## src/fdcml_map.svh

```systemverilog
// Purpose: Constants for the mode, lock and version command logic
// Assumes: 25 MHz core clock
// Notes: Opcodes are text macros of this header
`ifndef FDCML_MAP_SVH
`define FDCML_MAP_SVH
`define FDCML_OP_MODE 8'h01
`define FDCML_OP_LOCK 8'h14
`define FDCML_OP_LOCK_MASK 8'h7f
`define FDCML_OP_VERSION 8'h18
`define FDCML_INVALID_STATUS 8'h80
`define FDCML_LOCK_BIT 4
`define FDCML_STATUS_READY 7
`define FDCML_STATUS_DIR 6
`define FDCML_STATUS_BUSY 4
`define FDCML_THRESHOLD_RST 4'h0
`define FDCML_PRECOMP_RST 8'h00
`define FDCML_SETTLE_RST 4'h8
`define FDCML_DENS_RST 2'h3
`define FDCML_CLK_KHZ 25000
`define FDCML_LOWPWR_MS 512
`define FDCML_LOWPWR_CYC (`FDCML_LOWPWR_MS * `FDCML_CLK_KHZ)
`define FDCML_SETTLE_UNIT_US 2000
`define FDCML_SETTLE_UNIT_CYC (`FDCML_SETTLE_UNIT_US * `FDCML_CLK_KHZ / 1000)
`define FDCML_RECAL_STD 12'd85
`define FDCML_RECAL_STD_W 12'd3925
`define FDCML_RECAL_MAX 12'd255
`define FDCML_RECAL_MAX_W 12'd4095
`endif

```

## src/fdcml_pkg.sv

```systemverilog
// Purpose: Types for the mode, lock and version command logic
// Assumes: Nothing
// Notes: Rate codes follow the data rate select field
package fdcml_pkg;
    typedef enum logic [1:0] {
        fdcml_rate_500 = 2'h0,
        fdcml_rate_300 = 2'h1,
        fdcml_rate_250 = 2'h2,
        fdcml_rate_1000 = 2'h3
    } fdcml_rate_e;
    typedef struct packed {
        logic fifo_enable;
        logic [3:0] fifo_threshold;
        logic [7:0] precomp_start_track;
        logic fifo_write_bypass;
        logic fifo_read_bypass;
        logic burst_disable;
    } fdcml_locked_s;
    typedef struct packed {
        logic motor_timer_select;
        logic index_field_omit;
        logic implied_seek_honour;
        logic [1:0] power_save_select;
        logic wide_track_select;
        logic recal_limit_select;
        logic [1:0] density_output;
        logic scan_wildcard_disable;
        logic [3:0] head_settle;
        logic gate_diagnostic;
        logic pump_diagnostic;
    } fdcml_mode_s;
endpackage

```

## src/fdcml_sync.sv

```systemverilog
// Purpose: Three stage synchroniser for pin inputs
// Assumes: Input is asynchronous to clock
// Notes: Output changes once stages two and three agree
`timescale 1ns/1ns
module fdcml_sync (
    input wire logic clock,
    input wire logic rst,
    input wire logic pin,
    output logic level
);
    logic [2:0] stage;
    wire agree = stage[1] == stage[2];
    always_ff @(posedge clock or posedge rst) begin
        if (rst) begin
            stage <= 3'h0;
            level <= 1'b0;
        end else begin
            stage <= {stage[1:0], pin};
            if (agree)
                level <= stage[2];
        end
    end
endmodule

```

## src/fdcml_timer.sv

```systemverilog
// Purpose: Down counter for low power and head settle delays
// Assumes: Load has priority over counting
// Notes: Done is a one cycle pulse at expiry
`timescale 1ns/1ns
module fdcml_timer #(
    parameter int WIDTH = 32
) (
    input wire logic clock,
    input wire logic rst,
    input wire logic load,
    input wire logic [WIDTH-1:0] count,
    input wire logic cancel,
    output logic busy,
    output logic done
);
    logic [WIDTH-1:0] remain;
    always_ff @(posedge clock or posedge rst) begin
        if (rst) begin
            remain <= '0;
            busy <= 1'b0;
            done <= 1'b0;
        end else begin
            done <= busy && !cancel && !load && remain == WIDTH'(1);
            if (load) begin
                remain <= count;
                busy <= count != '0;
            end else if (cancel) begin
                busy <= 1'b0;
            end else if (busy) begin
                remain <= remain - WIDTH'(1);
                busy <= remain != WIDTH'(1);
            end
        end
    end
endmodule

```

## src/fdcml_core.sv

```systemverilog
// Purpose: Invalid opcode, lock, mode and version command handling
// Assumes: Host bytes arrive as one cycle strobes from the host port
// Notes: Mode parameters arrive as one packed byte group with a strobe
`timescale 1ns/1ns
`include "fdcml_map.svh"
module fdcml_core #(
    parameter logic [7:0] ID_BYTE = 8'h5a, // Arbitrary identity value
    parameter logic [3:0] REVISION = 4'h1,
    parameter int LOWPWR_CYC = `FDCML_LOWPWR_CYC
) (
    input wire logic clock,
    input wire logic rst,
    input wire logic soft_reset,
    input wire logic cmd_valid,
    input wire logic [7:0] cmd_byte,
    input wire logic result_read,
    output logic [7:0] result_byte,
    output logic [7:0] main_status_register,
    output logic result_pending,
    output logic cmd_interrupt,
    input wire logic config_valid,
    input wire fdcml_pkg::fdcml_locked_s config_in,
    input wire logic mode_valid,
    input wire fdcml_pkg::fdcml_mode_s mode_in,
    output fdcml_pkg::fdcml_locked_s locked,
    output fdcml_pkg::fdcml_mode_s mode,
    output logic keep_settings,
    input wire fdcml_pkg::fdcml_rate_e rate,
    input wire logic drive_type_pin,
    input wire logic media_change_pin,
    input wire logic head_unloaded,
    input wire logic cmd_seek_bit,
    input wire logic global_seek_enable,
    input wire logic seek_done,
    input wire logic pump_n,
    input wire logic write_data,
    input wire logic [7:0] scan_host,
    input wire logic [7:0] scan_disk,
    input wire logic byte_moved,
    input wire logic fifo_request,
    output logic do_implied_seek,
    output logic settling,
    output logic low_power,
    output logic density_output,
    output logic read_gate,
    output logic media_changed,
    output logic encoded_write_output,
    output logic scan_match,
    output logic write_via_fifo,
    output logic read_via_fifo,
    output logic dma_request,
    output logic wide_track_select,
    output logic motor_timer_select,
    output logic index_field_omit,
    output logic [11:0] recal_limit
);
    localparam fdcml_pkg::fdcml_locked_s LOCKED_RST = '{1'b0, `FDCML_THRESHOLD_RST,
        `FDCML_PRECOMP_RST, 1'b0, 1'b0, 1'b0};
    localparam fdcml_pkg::fdcml_mode_s MODE_RST = '{1'b0, 1'b0, 1'b0, 2'h0, 1'b0,
        1'b0, `FDCML_DENS_RST, 1'b0, `FDCML_SETTLE_RST, 1'b0, 1'b0};
    localparam int SETTLE_W = 24;

    typedef enum logic [1:0] {fdcml_idle, fdcml_result_invalid, fdcml_result_lock,
        fdcml_result_version} fdcml_phase_e;
    fdcml_phase_e phase, next_phase;
    logic pending_lock;

    function automatic logic [SETTLE_W-1:0] settle_cycles(input logic [3:0] n,
            input fdcml_pkg::fdcml_rate_e r);
        logic [SETTLE_W-1:0] unit;
        unit = SETTLE_W'(`FDCML_SETTLE_UNIT_CYC);
        unique case (r)
            fdcml_pkg::fdcml_rate_250: settle_cycles = SETTLE_W'(n) * (unit << 2);
            fdcml_pkg::fdcml_rate_300: settle_cycles = SETTLE_W'(n) * SETTLE_W'(
                (`FDCML_SETTLE_UNIT_CYC * 10) / 3);
            fdcml_pkg::fdcml_rate_500: settle_cycles = SETTLE_W'(n) * (unit << 1);
            fdcml_pkg::fdcml_rate_1000: settle_cycles = SETTLE_W'(n) * unit;
        endcase
    endfunction

    // Command decode
    wire is_lock = (cmd_byte & `FDCML_OP_LOCK_MASK) == `FDCML_OP_LOCK;
    wire is_version = cmd_byte == `FDCML_OP_VERSION;
    wire is_mode = cmd_byte == `FDCML_OP_MODE;
    wire take_cmd = cmd_valid && phase == fdcml_idle;
    wire lock_value = cmd_byte[7];
    wire lock_applies = phase == fdcml_result_lock && result_read;

    always_comb begin
        next_phase = phase;
        if (take_cmd) begin
            if (is_lock)
                next_phase = fdcml_result_lock;
            else if (is_version)
                next_phase = fdcml_result_version;
            else if (!is_mode)
                next_phase = fdcml_result_invalid;
        end else if (result_read && phase != fdcml_idle) begin
            next_phase = fdcml_idle;
        end
    end

    // Soft reset also cancels a lock awaiting its result read
    always_ff @(posedge clock or posedge rst) begin
        if (rst) begin
            phase <= fdcml_idle;
            pending_lock <= 1'b0;
        end else if (soft_reset) begin
            phase <= fdcml_idle;
            pending_lock <= 1'b0;
        end else begin
            phase <= next_phase;
            if (take_cmd && is_lock)
                pending_lock <= lock_value;
        end
    end

    // Host answers; no interrupt for invalid or immediate results
    assign result_pending = phase != fdcml_idle;
    assign cmd_interrupt = 1'b0;
    assign main_status_register = {1'b1, result_pending, 1'b0, result_pending, 4'h0};
    always_comb begin
        unique case (phase)
            fdcml_idle: result_byte = 8'h00;
            fdcml_result_invalid: result_byte = `FDCML_INVALID_STATUS;
            fdcml_result_lock: result_byte = 8'(pending_lock) << `FDCML_LOCK_BIT;
            fdcml_result_version: result_byte = {ID_BYTE[7:4], REVISION};
        endcase
    end

    // Settings storage
    always_ff @(posedge clock or posedge rst) begin
        if (rst) begin
            keep_settings <= 1'b0;
            locked <= LOCKED_RST;
            mode <= MODE_RST;
        end else if (soft_reset) begin
            if (!keep_settings)
                locked <= LOCKED_RST;
            else begin
                locked.fifo_enable <= locked.fifo_enable;
            end
            mode <= MODE_RST;
        end else begin
            if (lock_applies)
                keep_settings <= pending_lock;
            if (config_valid) begin
                locked.fifo_enable <= config_in.fifo_enable;
                locked.fifo_threshold <= config_in.fifo_threshold;
                locked.precomp_start_track <= config_in.precomp_start_track;
            end
            if (mode_valid) begin
                locked.fifo_write_bypass <= config_in.fifo_write_bypass;
                locked.fifo_read_bypass <= config_in.fifo_read_bypass;
                locked.burst_disable <= config_in.burst_disable;
                mode <= mode_in;
            end
        end
    end

    // Mode field decoding
    assign motor_timer_select = mode.motor_timer_select;
    assign index_field_omit = mode.index_field_omit;
    assign wide_track_select = mode.wide_track_select;
    assign do_implied_seek = global_seek_enable ||
        (mode.implied_seek_honour && cmd_seek_bit);
    assign recal_limit = mode.recal_limit_select ?
        (mode.wide_track_select ? `FDCML_RECAL_MAX_W : `FDCML_RECAL_MAX) :
        (mode.wide_track_select ? `FDCML_RECAL_STD_W : `FDCML_RECAL_STD);
    assign write_via_fifo = locked.fifo_enable && !locked.fifo_write_bypass;
    assign read_via_fifo = locked.fifo_enable && !locked.fifo_read_bypass;
    assign dma_request = (locked.fifo_enable && locked.burst_disable) ?
        byte_moved : fifo_request;
    assign scan_match = (scan_host == scan_disk) || (!mode.scan_wildcard_disable &&
        (scan_host == 8'hff || scan_disk == 8'hff));

    // Pin inputs
    logic drive_type, media_change;
    fdcml_sync u_sync_type (.clock(clock), .rst(rst), .pin(drive_type_pin),
        .level(drive_type));
    fdcml_sync u_sync_media (.clock(clock), .rst(rst), .pin(media_change_pin),
        .level(media_change));

    wire fast_rate = rate == fdcml_pkg::fdcml_rate_500 || rate == fdcml_pkg::fdcml_rate_1000;
    wire next_density = mode.density_output == 2'h0 ? 1'b0 :
        mode.density_output == 2'h1 ? 1'b1 :
        mode.density_output == 2'h3 ? (fast_rate == drive_type) : 1'b0;
    wire next_encoded = mode.pump_diagnostic ? pump_n : write_data;
    always_ff @(posedge clock or posedge rst) begin
        if (rst) begin
            density_output <= 1'b0;
            encoded_write_output <= 1'b0;
            read_gate <= 1'b0;
            media_changed <= 1'b0;
        end else begin
            density_output <= next_density;
            encoded_write_output <= next_encoded;
            read_gate <= mode.gate_diagnostic && media_change;
            media_changed <= !mode.gate_diagnostic && media_change;
        end
    end

    // Power save timing; 250 and 300 rates double the delay
    localparam int LP_W = 32;
    wire slow_rate = !fast_rate;
    wire [LP_W-1:0] lp_count = slow_rate ? LP_W'(LOWPWR_CYC) << 1 : LP_W'(LOWPWR_CYC);
    wire lp_auto = mode.power_save_select == 2'h1;
    logic lp_busy, lp_done;
    fdcml_timer #(.WIDTH(LP_W)) u_lowpwr (.clock(clock), .rst(rst),
        .load(lp_auto && head_unloaded && !lp_busy && !low_power), .count(lp_count),
        .cancel(!lp_auto || !head_unloaded), .busy(lp_busy), .done(lp_done));
    always_ff @(posedge clock or posedge rst) begin
        if (rst)
            low_power <= 1'b0;
        else if (mode.power_save_select == 2'h0 || soft_reset)
            low_power <= 1'b0;
        else if (mode.power_save_select == 2'h2 || lp_done)
            low_power <= 1'b1;
        else if (lp_auto && !head_unloaded)
            low_power <= 1'b0;
        // Code 3 holds the present state
    end

    // Head settle after implied seek
    fdcml_timer #(.WIDTH(SETTLE_W)) u_settle (.clock(clock), .rst(rst),
        .load(seek_done), .count(settle_cycles(mode.head_settle, rate)),
        .cancel(soft_reset), .busy(settling), .done());

    // Assertions
    property p_invalid;
        @(posedge clock) disable iff (rst)
        take_cmd && !is_lock && !is_version && !is_mode && !soft_reset |=>
            result_byte == 8'h80 && main_status_register[7:6] == 2'h3;
    endproperty
    a_invalid: assert property (p_invalid) else $error("invalid opcode answer wrong");
    property p_noirq;
        @(posedge clock) disable iff (rst) phase == fdcml_result_invalid |-> !cmd_interrupt;
    endproperty
    a_noirq: assert property (p_noirq) else $error("interrupt on invalid opcode");
    property p_keep;
        @(posedge clock) disable iff (rst) soft_reset && keep_settings |=> $stable(locked);
    endproperty
    a_keep: assert property (p_keep) else $error("locked settings lost");
    property p_unkeep;
        @(posedge clock) disable iff (rst) soft_reset && !keep_settings |=>
            locked.fifo_threshold == 4'h0 && !locked.fifo_enable;
    endproperty
    a_unkeep: assert property (p_unkeep) else $error("soft reset left settings");
    property p_lock_late;
        @(posedge clock) disable iff (rst) take_cmd && is_lock && !soft_reset |=>
            $stable(keep_settings);
    endproperty
    a_lock_late: assert property (p_lock_late) else $error("lock applied early");
    property p_mode_rst;
        @(posedge clock) disable iff (rst) soft_reset |=> mode.head_settle == 4'h8;
    endproperty
    a_mode_rst: assert property (p_mode_rst) else $error("mode not defaulted");
    property p_recal;
        @(posedge clock) disable iff (rst) mode.recal_limit_select && mode.wide_track_select
            |-> recal_limit == 12'd4095;
    endproperty
    a_recal: assert property (p_recal) else $error("recal limit wrong");
    property p_dens;
        @(posedge clock) disable iff (rst) mode.density_output == 2'h1 && !mode_valid
            && !soft_reset ##1 mode.density_output == 2'h1 |-> density_output;
    endproperty
    a_dens: assert property (p_dens) else $error("density not forced high");
    property p_wild;
        @(posedge clock) disable iff (rst) !mode.scan_wildcard_disable && scan_host == 8'hff
            |-> scan_match;
    endproperty
    a_wild: assert property (p_wild) else $error("wildcard missed");
    property p_manual;
        @(posedge clock) disable iff (rst) mode.power_save_select == 2'h2 && !soft_reset
            |=> low_power;
    endproperty
    a_manual: assert property (p_manual) else $error("manual low power late");
    c_lock: cover property (@(posedge clock) disable iff (rst) lock_applies && pending_lock);
    c_invalid: cover property (@(posedge clock) disable iff (rst)
        phase == fdcml_result_invalid && result_read);
    c_version: cover property (@(posedge clock) disable iff (rst)
        phase == fdcml_result_version && result_read);
endmodule

```

## config.mk

```make
export PLATFORM = sky130hd
export DESIGN_NAME = fdcml_core
export DESIGN_NICKNAME = d
export VERILOG_FILES = /design/src/fdcml_pkg.sv /design/src/fdcml_sync.sv /design/src/fdcml_timer.sv /design/src/fdcml_core.sv
export VERILOG_INCLUDE_DIRS = /design/src /design/src/src
export SDC_FILE = /design/constraint.sdc
export NUM_CORES = 1
export LEC_CHECK = 0
export ABC_AREA = 1
export BUFFER_PORTS_ARGS = -buffer_cell sky130_fd_sc_hd__buf_2
export CAP_MARGIN = 5
export CORE_UTILIZATION = 50
export CTS_CLUSTER_DIAMETER = 150
export DETAILED_ROUTE_END_ITERATION = 12
export PLACE_DENSITY = 0.87
export SLEW_MARGIN = 30
export SYNTH_ARGS = -nofsm -noshare
export SYNTH_HDL_FRONTEND = slang
export SYNTH_SLANG_ARGS = --single-unit
```

## constraint.sdc

```tcl
create_clock -name clock -period 3.9 [get_ports clock]
set_input_delay 1.17 -clock clock [delete_from_list [all_inputs] [get_ports clock]]
set_output_delay 1.17 -clock clock [all_outputs]
set_load 0.01 [all_outputs]
```

==> flow_summary.yaml, run 1 <==
status:
  outcome: "finished clean"
timing:
  final-setup-viol-count: 0
  worstMarginPinSlew_ns: 0.744
  rsz0062_at_grt: "false"
  max-slew-margin-rel_pct: 50.4
  fin_crit_ns: 3.36
  hold_violations: 0
  setup-tns-final_ns: 0
  worst_slack_ns: 0.535
  drv_slew: 0
  clock_skew_ns: 0.0107
  period_share_pct: 86.3
  fmax_mhz: 297
detailed_routing:
  dr_total_vias: 7430
  drtIter0Drc: 754
  drtPass1Iterations: 7
  wl_per_cell_um: 15.3
  drc_errors: 0
  via_per_inst: 5.60
  postRouteAntennaNets: 0
  routed_wirelength_mm: 20.3
clock_network:
  htreeDepth: 3
  cts_tree: "done"
  clk_latency_ns: 0.36
  cts-root-buf: "clkbuf_16"
  cts_resized: 0
  cts_setup_buffers: 0
  path_clk_slew_ns: 0.07
  hold_buffers: 0
  cts_made_buffers: 9
  cts.path.max_buffers: 2
  cts_sinks: 108
critical_path:
  r2r_start: "mode[5]"
  critPathMaxFanout: 7
  r2r_setup_slack_ns: 0.54
  crit_path_end_kind: "flop"
  crit_path_start_kind: "flop"
  crit_arrival_ns: 3.60
  r2r_cells: 20
  crit_type: "reg -> reg"
  r2r-end: "u_settle.busy"
  required_ns: 4.13
power:
  vdd_ir_drop_max_v: 0.000354
  p_leak_nw: 4.39
  p_per_area_nw_per_um2: 352
global_route:
  gr-total-overflow: 0
  grt_usage_pct: 26.2
  grt_pass1_vias: 6868
  grt_pass1_wl_mm: 33.2
  grt_start_max_net_pins: 82
  antenna_found_initial: 0
synthesis:
  yosysMostFrequentCell: "nand2_1"
  synth-seq-area-share_pct: 35.7
  synth_seq_cells: 108
  synth.distinct_cells: 62
  synthTopCellsByCount: "nand2_1, nand3_1, inv_1"
  synth_warnings: 0
  synthCells: 1028
  synth-edff-count: 0
  yosys_most_used_dff: "dfrtp_1"
  synth_top_area_share_pct: 34.7
  synth_top_area_cell: "dfrtp_1"
  netlist_area_um2: 7570
  avgSynthCellArea_um2: 7.37
  synthArstFlopShare_pct: 100
  synth.area.top_cells: "dfrtp_1, nand2_1, nand3_1"
min_path:
  holdPathStages: 0
  whs_endpoint: "u_sync_media.stage[1]"
  timing.hold.worst.class: "reg -> reg"
  hp-start: "u_sync_media.stage[0]"
placed_design:
  io_buffers: 136
  preCtsSetupSlack_ns: 0.624
  gp_congestion: 0.888
  hpwl_mm: 15.2
run:
  max_cap_violations: 0
cells_and_area:
  syn_to_final_growth_pct: 12.7
  antenna_cells: 0
  nNetsFinal: 1245
  final_layout_size_suffix_gt1_share_pct: 18.0
floorplan:
  core_um2: 14600
  chipHeight_um: 125
  rows: 44
  ios: 152
  initial_core_util_pct: 51.7
  dieArea_um2: 15600
  die_w_um: 125
==> worst max-delay path: stages (launching register included) <==
cell and delay [ns]:
dfstp_2 0.60, ha_1 0.21, nand2_1 0.08, nand2_1 0.14, inv_1 0.11, ha_1 0.18
or2_2 0.29, ha_1 0.38, nand3_1 0.11, nand2_1 0.14, nand3_1 0.12, nand2_1 0.09
nand2_1 0.10, nand3_1 0.10, o21ai_0 0.13, nor2_1 0.13, nand2_1 0.07, nor2_1 0.09
nand3_1 0.07, nand2_1 0.06, nand2_1 0.04
==> flip-flops by register name, indices dropped and copies added, names as in the netlist, 2 cells and up <==
register and count:
locked 16, u_sync_media.stage 3, u_settle.remain 24, mode 13, phase 2, u_lowpwr.remain 32, u_sync_type.stage 3
==> logic make-up (layout without fill, tap and decap cells) <==
family	count (synthesis)	after routing	share of synthesized area [%]
mux	2	2	0.281
simple gates	536	536	32.9
other cells	2	15	0.0991
xor+xnor	30	30	3.47
flops	108	108	35.7
fa+ha+maj	35	35	5.81
compound gates	138	138	11.1
buf+inv	177	278	10.6
==> how the worst max path moves through the flow <==
stage	startpoint	endpoint	slack, ns	depth (start not counted)
finish	mode[5]	u_settle.busy	0.54	20
global route	mode[5]	u_settle.busy	0.17	22
CTS	mode[5]	u_settle.busy	0.60	22
detailed placement	mode[5]	u_settle.busy	0.62	20
global placement	mode[5]	u_settle.busy	0.69	22
floorplan	mode[5]	u_settle.busy	0.91	22
==> metrics by stage <==
stage          utilization [%]  power [mW]  hold WS [ns]  area, um2  instances
5_1_grt                   58.3        3.16         0.364       8530       1326
3_3_place_gp              56.3        2.09         0.333       8250       1310
2_1_floorplan                -        1.89         0.331       7630       1041
3_5_place_dp              56.3        2.11         0.335       8250       1310
4_1_cts                   58.3        3.00         0.352       8530       1326
6_report                  58.3        3.00         0.351       8530       1326
==> cell type report <==
type	count	area (um2)
clock buffers	10	229
clock inverters	6	58.8
flip-flops and latches	108	2710
fillers	1314	6110
multi-input cells	756	4120
well taps	184	230
repair buffers	142	738
inverters	120	454
==> placed cells by master (no fill, tap or decap), types with 4 or more instances in the layout <==
cell | netlist | routed
nand2_1 | 229 | 229
buf_2 | 9 | 136
nand3_1 | 116 | 116
inv_1 | 115 | 114
dfrtp_1 | 105 | 105
nor2_1 | 98 | 98
o21ai_0 | 44 | 44
a21oi_1 | 37 | 37
ha_1 | 32 | 32
nand4_1 | 25 | 25
xor2_1 | 19 | 19
nor3_1 | 15 | 15
conb_1 | 2 | 15
xnor2_1 | 11 | 11
nor2_2 | 9 | 9
nand2_2 | 9 | 9
clkbuf_16 | 0 | 9
o22ai_1 | 8 | 8
o221ai_1 | 7 | 7
a22o_1 | 6 | 6
nor4_1 | 5 | 5
o21ai_1 | 5 | 5
buf_4 | 31 | 5
inv_2 | 4 | 4
or2_2 | 4 | 4
a31oi_1 | 4 | 4
o41ai_1 | 4 | 4
inv_6 | 0 | 4
==> layer usage <==
layer / global-route usage [%] / part of all wire [%] / vias up
li1: - / - / 3588
met1: 34.4 / 43 / 3478
met2: 43.9 / 47 / 318
met3: 4.45 / 7.0 / 46
met4: 9.18 / 2.5 / 0
met5: 0 / 0 / -
==> power breakdown <==
group          switching [mW]  internal, mW
combinational           0.494         0.287
clock                   0.440         0.449
sequential              0.117          1.22
total                    1.05          1.95
Power figures use the tool's default switching activity.
==> run 2: changes to the inputs <==
--- a/config.mk
+++ b/config.mk
@@ -12,8 +12,9 @@
 export CORE_UTILIZATION = 50
 export CTS_CLUSTER_DIAMETER = 150
 export DETAILED_ROUTE_END_ITERATION = 12
-export PLACE_DENSITY = 0.87
+export PLACE_DENSITY = 0.86
 export SLEW_MARGIN = 30
 export SYNTH_ARGS = -nofsm -noshare
 export SYNTH_HDL_FRONTEND = slang
+export SYNTH_HIERARCHICAL = 1
 export SYNTH_SLANG_ARGS = --single-unit
==> flow_summary.yaml, run 2 <==
detailed_routing:
  wl_per_cell_um: 14.5
  dr_total_vias: 8691
  via_per_inst: 5.31
  postRouteAntennaNets: 0
  routed_wirelength_mm: 23.8
  drc_errors: 0
  drtPass1Iterations: 8
  drtIter0Drc: 782
cells_and_area:
  multi_input_area_um2: 4900
  final_cell_mix: "nand2_1, inv_1, buf_2"
  largest_reg_flops: 32
  antenna_cells: 0
  largestRegisters: "u_lowpwr/remain: 32 flops, u_settle/remain: 24 flops, locked: 16 flops"
  mostFrequentLayoutCell: "nand2_1"
  final_layout_size_suffix_gt1_share_pct: 15.9
  fillers: 1546
  syn_to_final_growth_pct: 13.3
  seq_area_um2: 2710
  final_cells: 1637
  largest-register: "u_lowpwr/remain"
  nNetsFinal: 1521
timing:
  hold_violations: 0
  final-setup-viol-count: 0
  max-slew-margin-rel_pct: 45.7
  period_share_pct: 87.3
  clock_skew_ns: 0.00832
  worstMarginPinSlew_ns: 0.813
  fmax_mhz: 294
  rsz0062_at_grt: "false"
  drv_slew: 0
  worst_slack_ns: 0.496
  fin_crit_ns: 3.40
  setup-tns-final_ns: 0
power:
  power.internal_mw: 2.30
  p_leak_nw: 5.30
  swShare_pct: 40.5
  power.switching_mw: 1.57
  vdd_ir_drop_max_v: 0.000261
  clkPwrFrac_pct: 24.6
  p_seq_share_pct: 39.0
  power_mw: 3.87
  p_per_area_nw_per_um2: 399
  share_comb_of_total_power_pct: 36.4
critical_path:
  cp_slowest_stage_delay_ns: 0.41
  crit_arrival_ns: 3.64
  critPathMaxFanout: 7
  cp_slowest_cell: "dfstp_2"
  required_ns: 4.14
  crit_path_end_kind: "flop"
  crit_path_start_kind: "flop"
  path_cells: "ha_1 > or2_2 > nand2_1 > inv_1 > ha_1 > or2_2 > ha_1 > nand3_1 > nand2_2 > nand3_1 > nand3_1 > nand2_1 > nand3_1 > nand3_1 > nand2_1 > nand2_1 > inv_1 > nand4_1 > nor2_1 > nand3_1 > nand2_1 > nand2_1"
  crit_type: "reg -> reg"
synthesis:
  avgSynthCellArea_um2: 6.78
  synthCells: 1264
  synth_warnings: 6
  netlist_area_um2: 8570
floorplan:
  core_um2: 16600
  chipHeight_um: 133
  initial_core_util_pct: 51.5
  die_w_um: 133
  ios: 152
  rows: 47
  dieArea_um2: 17700
placed_design:
  preCtsSetupSlack_ns: 0.587
  gp_congestion: 0.994
  hpwl_mm: 18.2
  dpl.cell_count: 1621
  io_buffers: 136
clock_network:
  cts-root-buf: "clkbuf_16"
  cts_made_buffers: 9
  clk_latency_ns: 0.36
  cts_tree: "done"
  cts.path.max_buffers: 2
  path_clk_slew_ns: 0.08
  htreeDepth: 3
  cts_setup_buffers: 0
  cts_sinks: 108
  cts_resized: 0
  hold_buffers: 0
global_route:
  grt_start_max_net_pins: 42
  grt_pass1_wl_mm: 39.8
  grt_usage_pct: 28.0
  antenna_found_initial: 0
  gr-total-overflow: 0
  grt_pass1_vias: 8366
min_path:
  timing.hold.worst.class: "reg -> reg"
run:
  max_cap_violations: 0
status:
  outcome: "finished clean"
-- run 2: power by group through the flow --
stage / clock, mW / combinational, mW / sequential [mW]
after floorplan: 0 / 1.07 / 1.48
after global placement: 0 / 1.34 / 1.51
after detailed placement: 0 / 1.38 / 1.52
after CTS: 0.969 / 1.39 / 1.50
after global routing: 1.01 / 1.59 / 1.53
final: 0.952 / 1.41 / 1.51
-- run 2: worst paths after layout --
check	from	endpoint	slack, ns	cells past startpoint
setup / recovery	mode[5]	u_settle/busy	0.50	22
hold / removal	u_sync_type/stage[0]	u_sync_type/stage[1]	0.35	0
setup reg to reg	mode[5]	u_settle/busy	0.50	22
hold reg to reg	u_sync_type/stage[0]	u_sync_type/stage[1]	0.35	0
max in group asynchronous	rst	u_lowpwr/remain[30]	2.22	3
min in group asynchronous	rst	u_sync_media/stage[0]	0.73	2
-- run 2: critical path, delay by kind of cell (launching register included) --
kind                     cells  cell delay [ns]
AND/OR/NAND/NOR             17             1.93
adder cells (fa/ha/maj)      3             0.76
flip-flops                   1             0.41
buffers and inverters        2             0.19
-- run 2: metrics by stage --
step                area, um2  util (%)  hold WS [ns]
global route             9710      58.3         0.371
finish                   9710      58.3         0.350
CTS                      9710      58.3         0.352
global placement         9410      56.5         0.333
detailed placement       9410      56.5         0.336
floorplan                8760         -         0.331
-- run 2: layer usage --
layer | wire length, um | GRT usage [%]
met4 | 724 | 11.2
met2 | 11500 | 47.4
met5 | 0 | 0
met3 | 1450 | 4.44
met1 | 10100 | 35.5
-- run 2: final cells by class --
type / count / share of cell area (%)
timing repair buffer: 143 / 7.55
tap: 220 / 2.84
sequential: 108 / 27.9
clock inverter: 6 / 0.709
clock buffer: 10 / 2.36
inverter: 210 / 8.13
multi-input combinational: 940 / 50.5
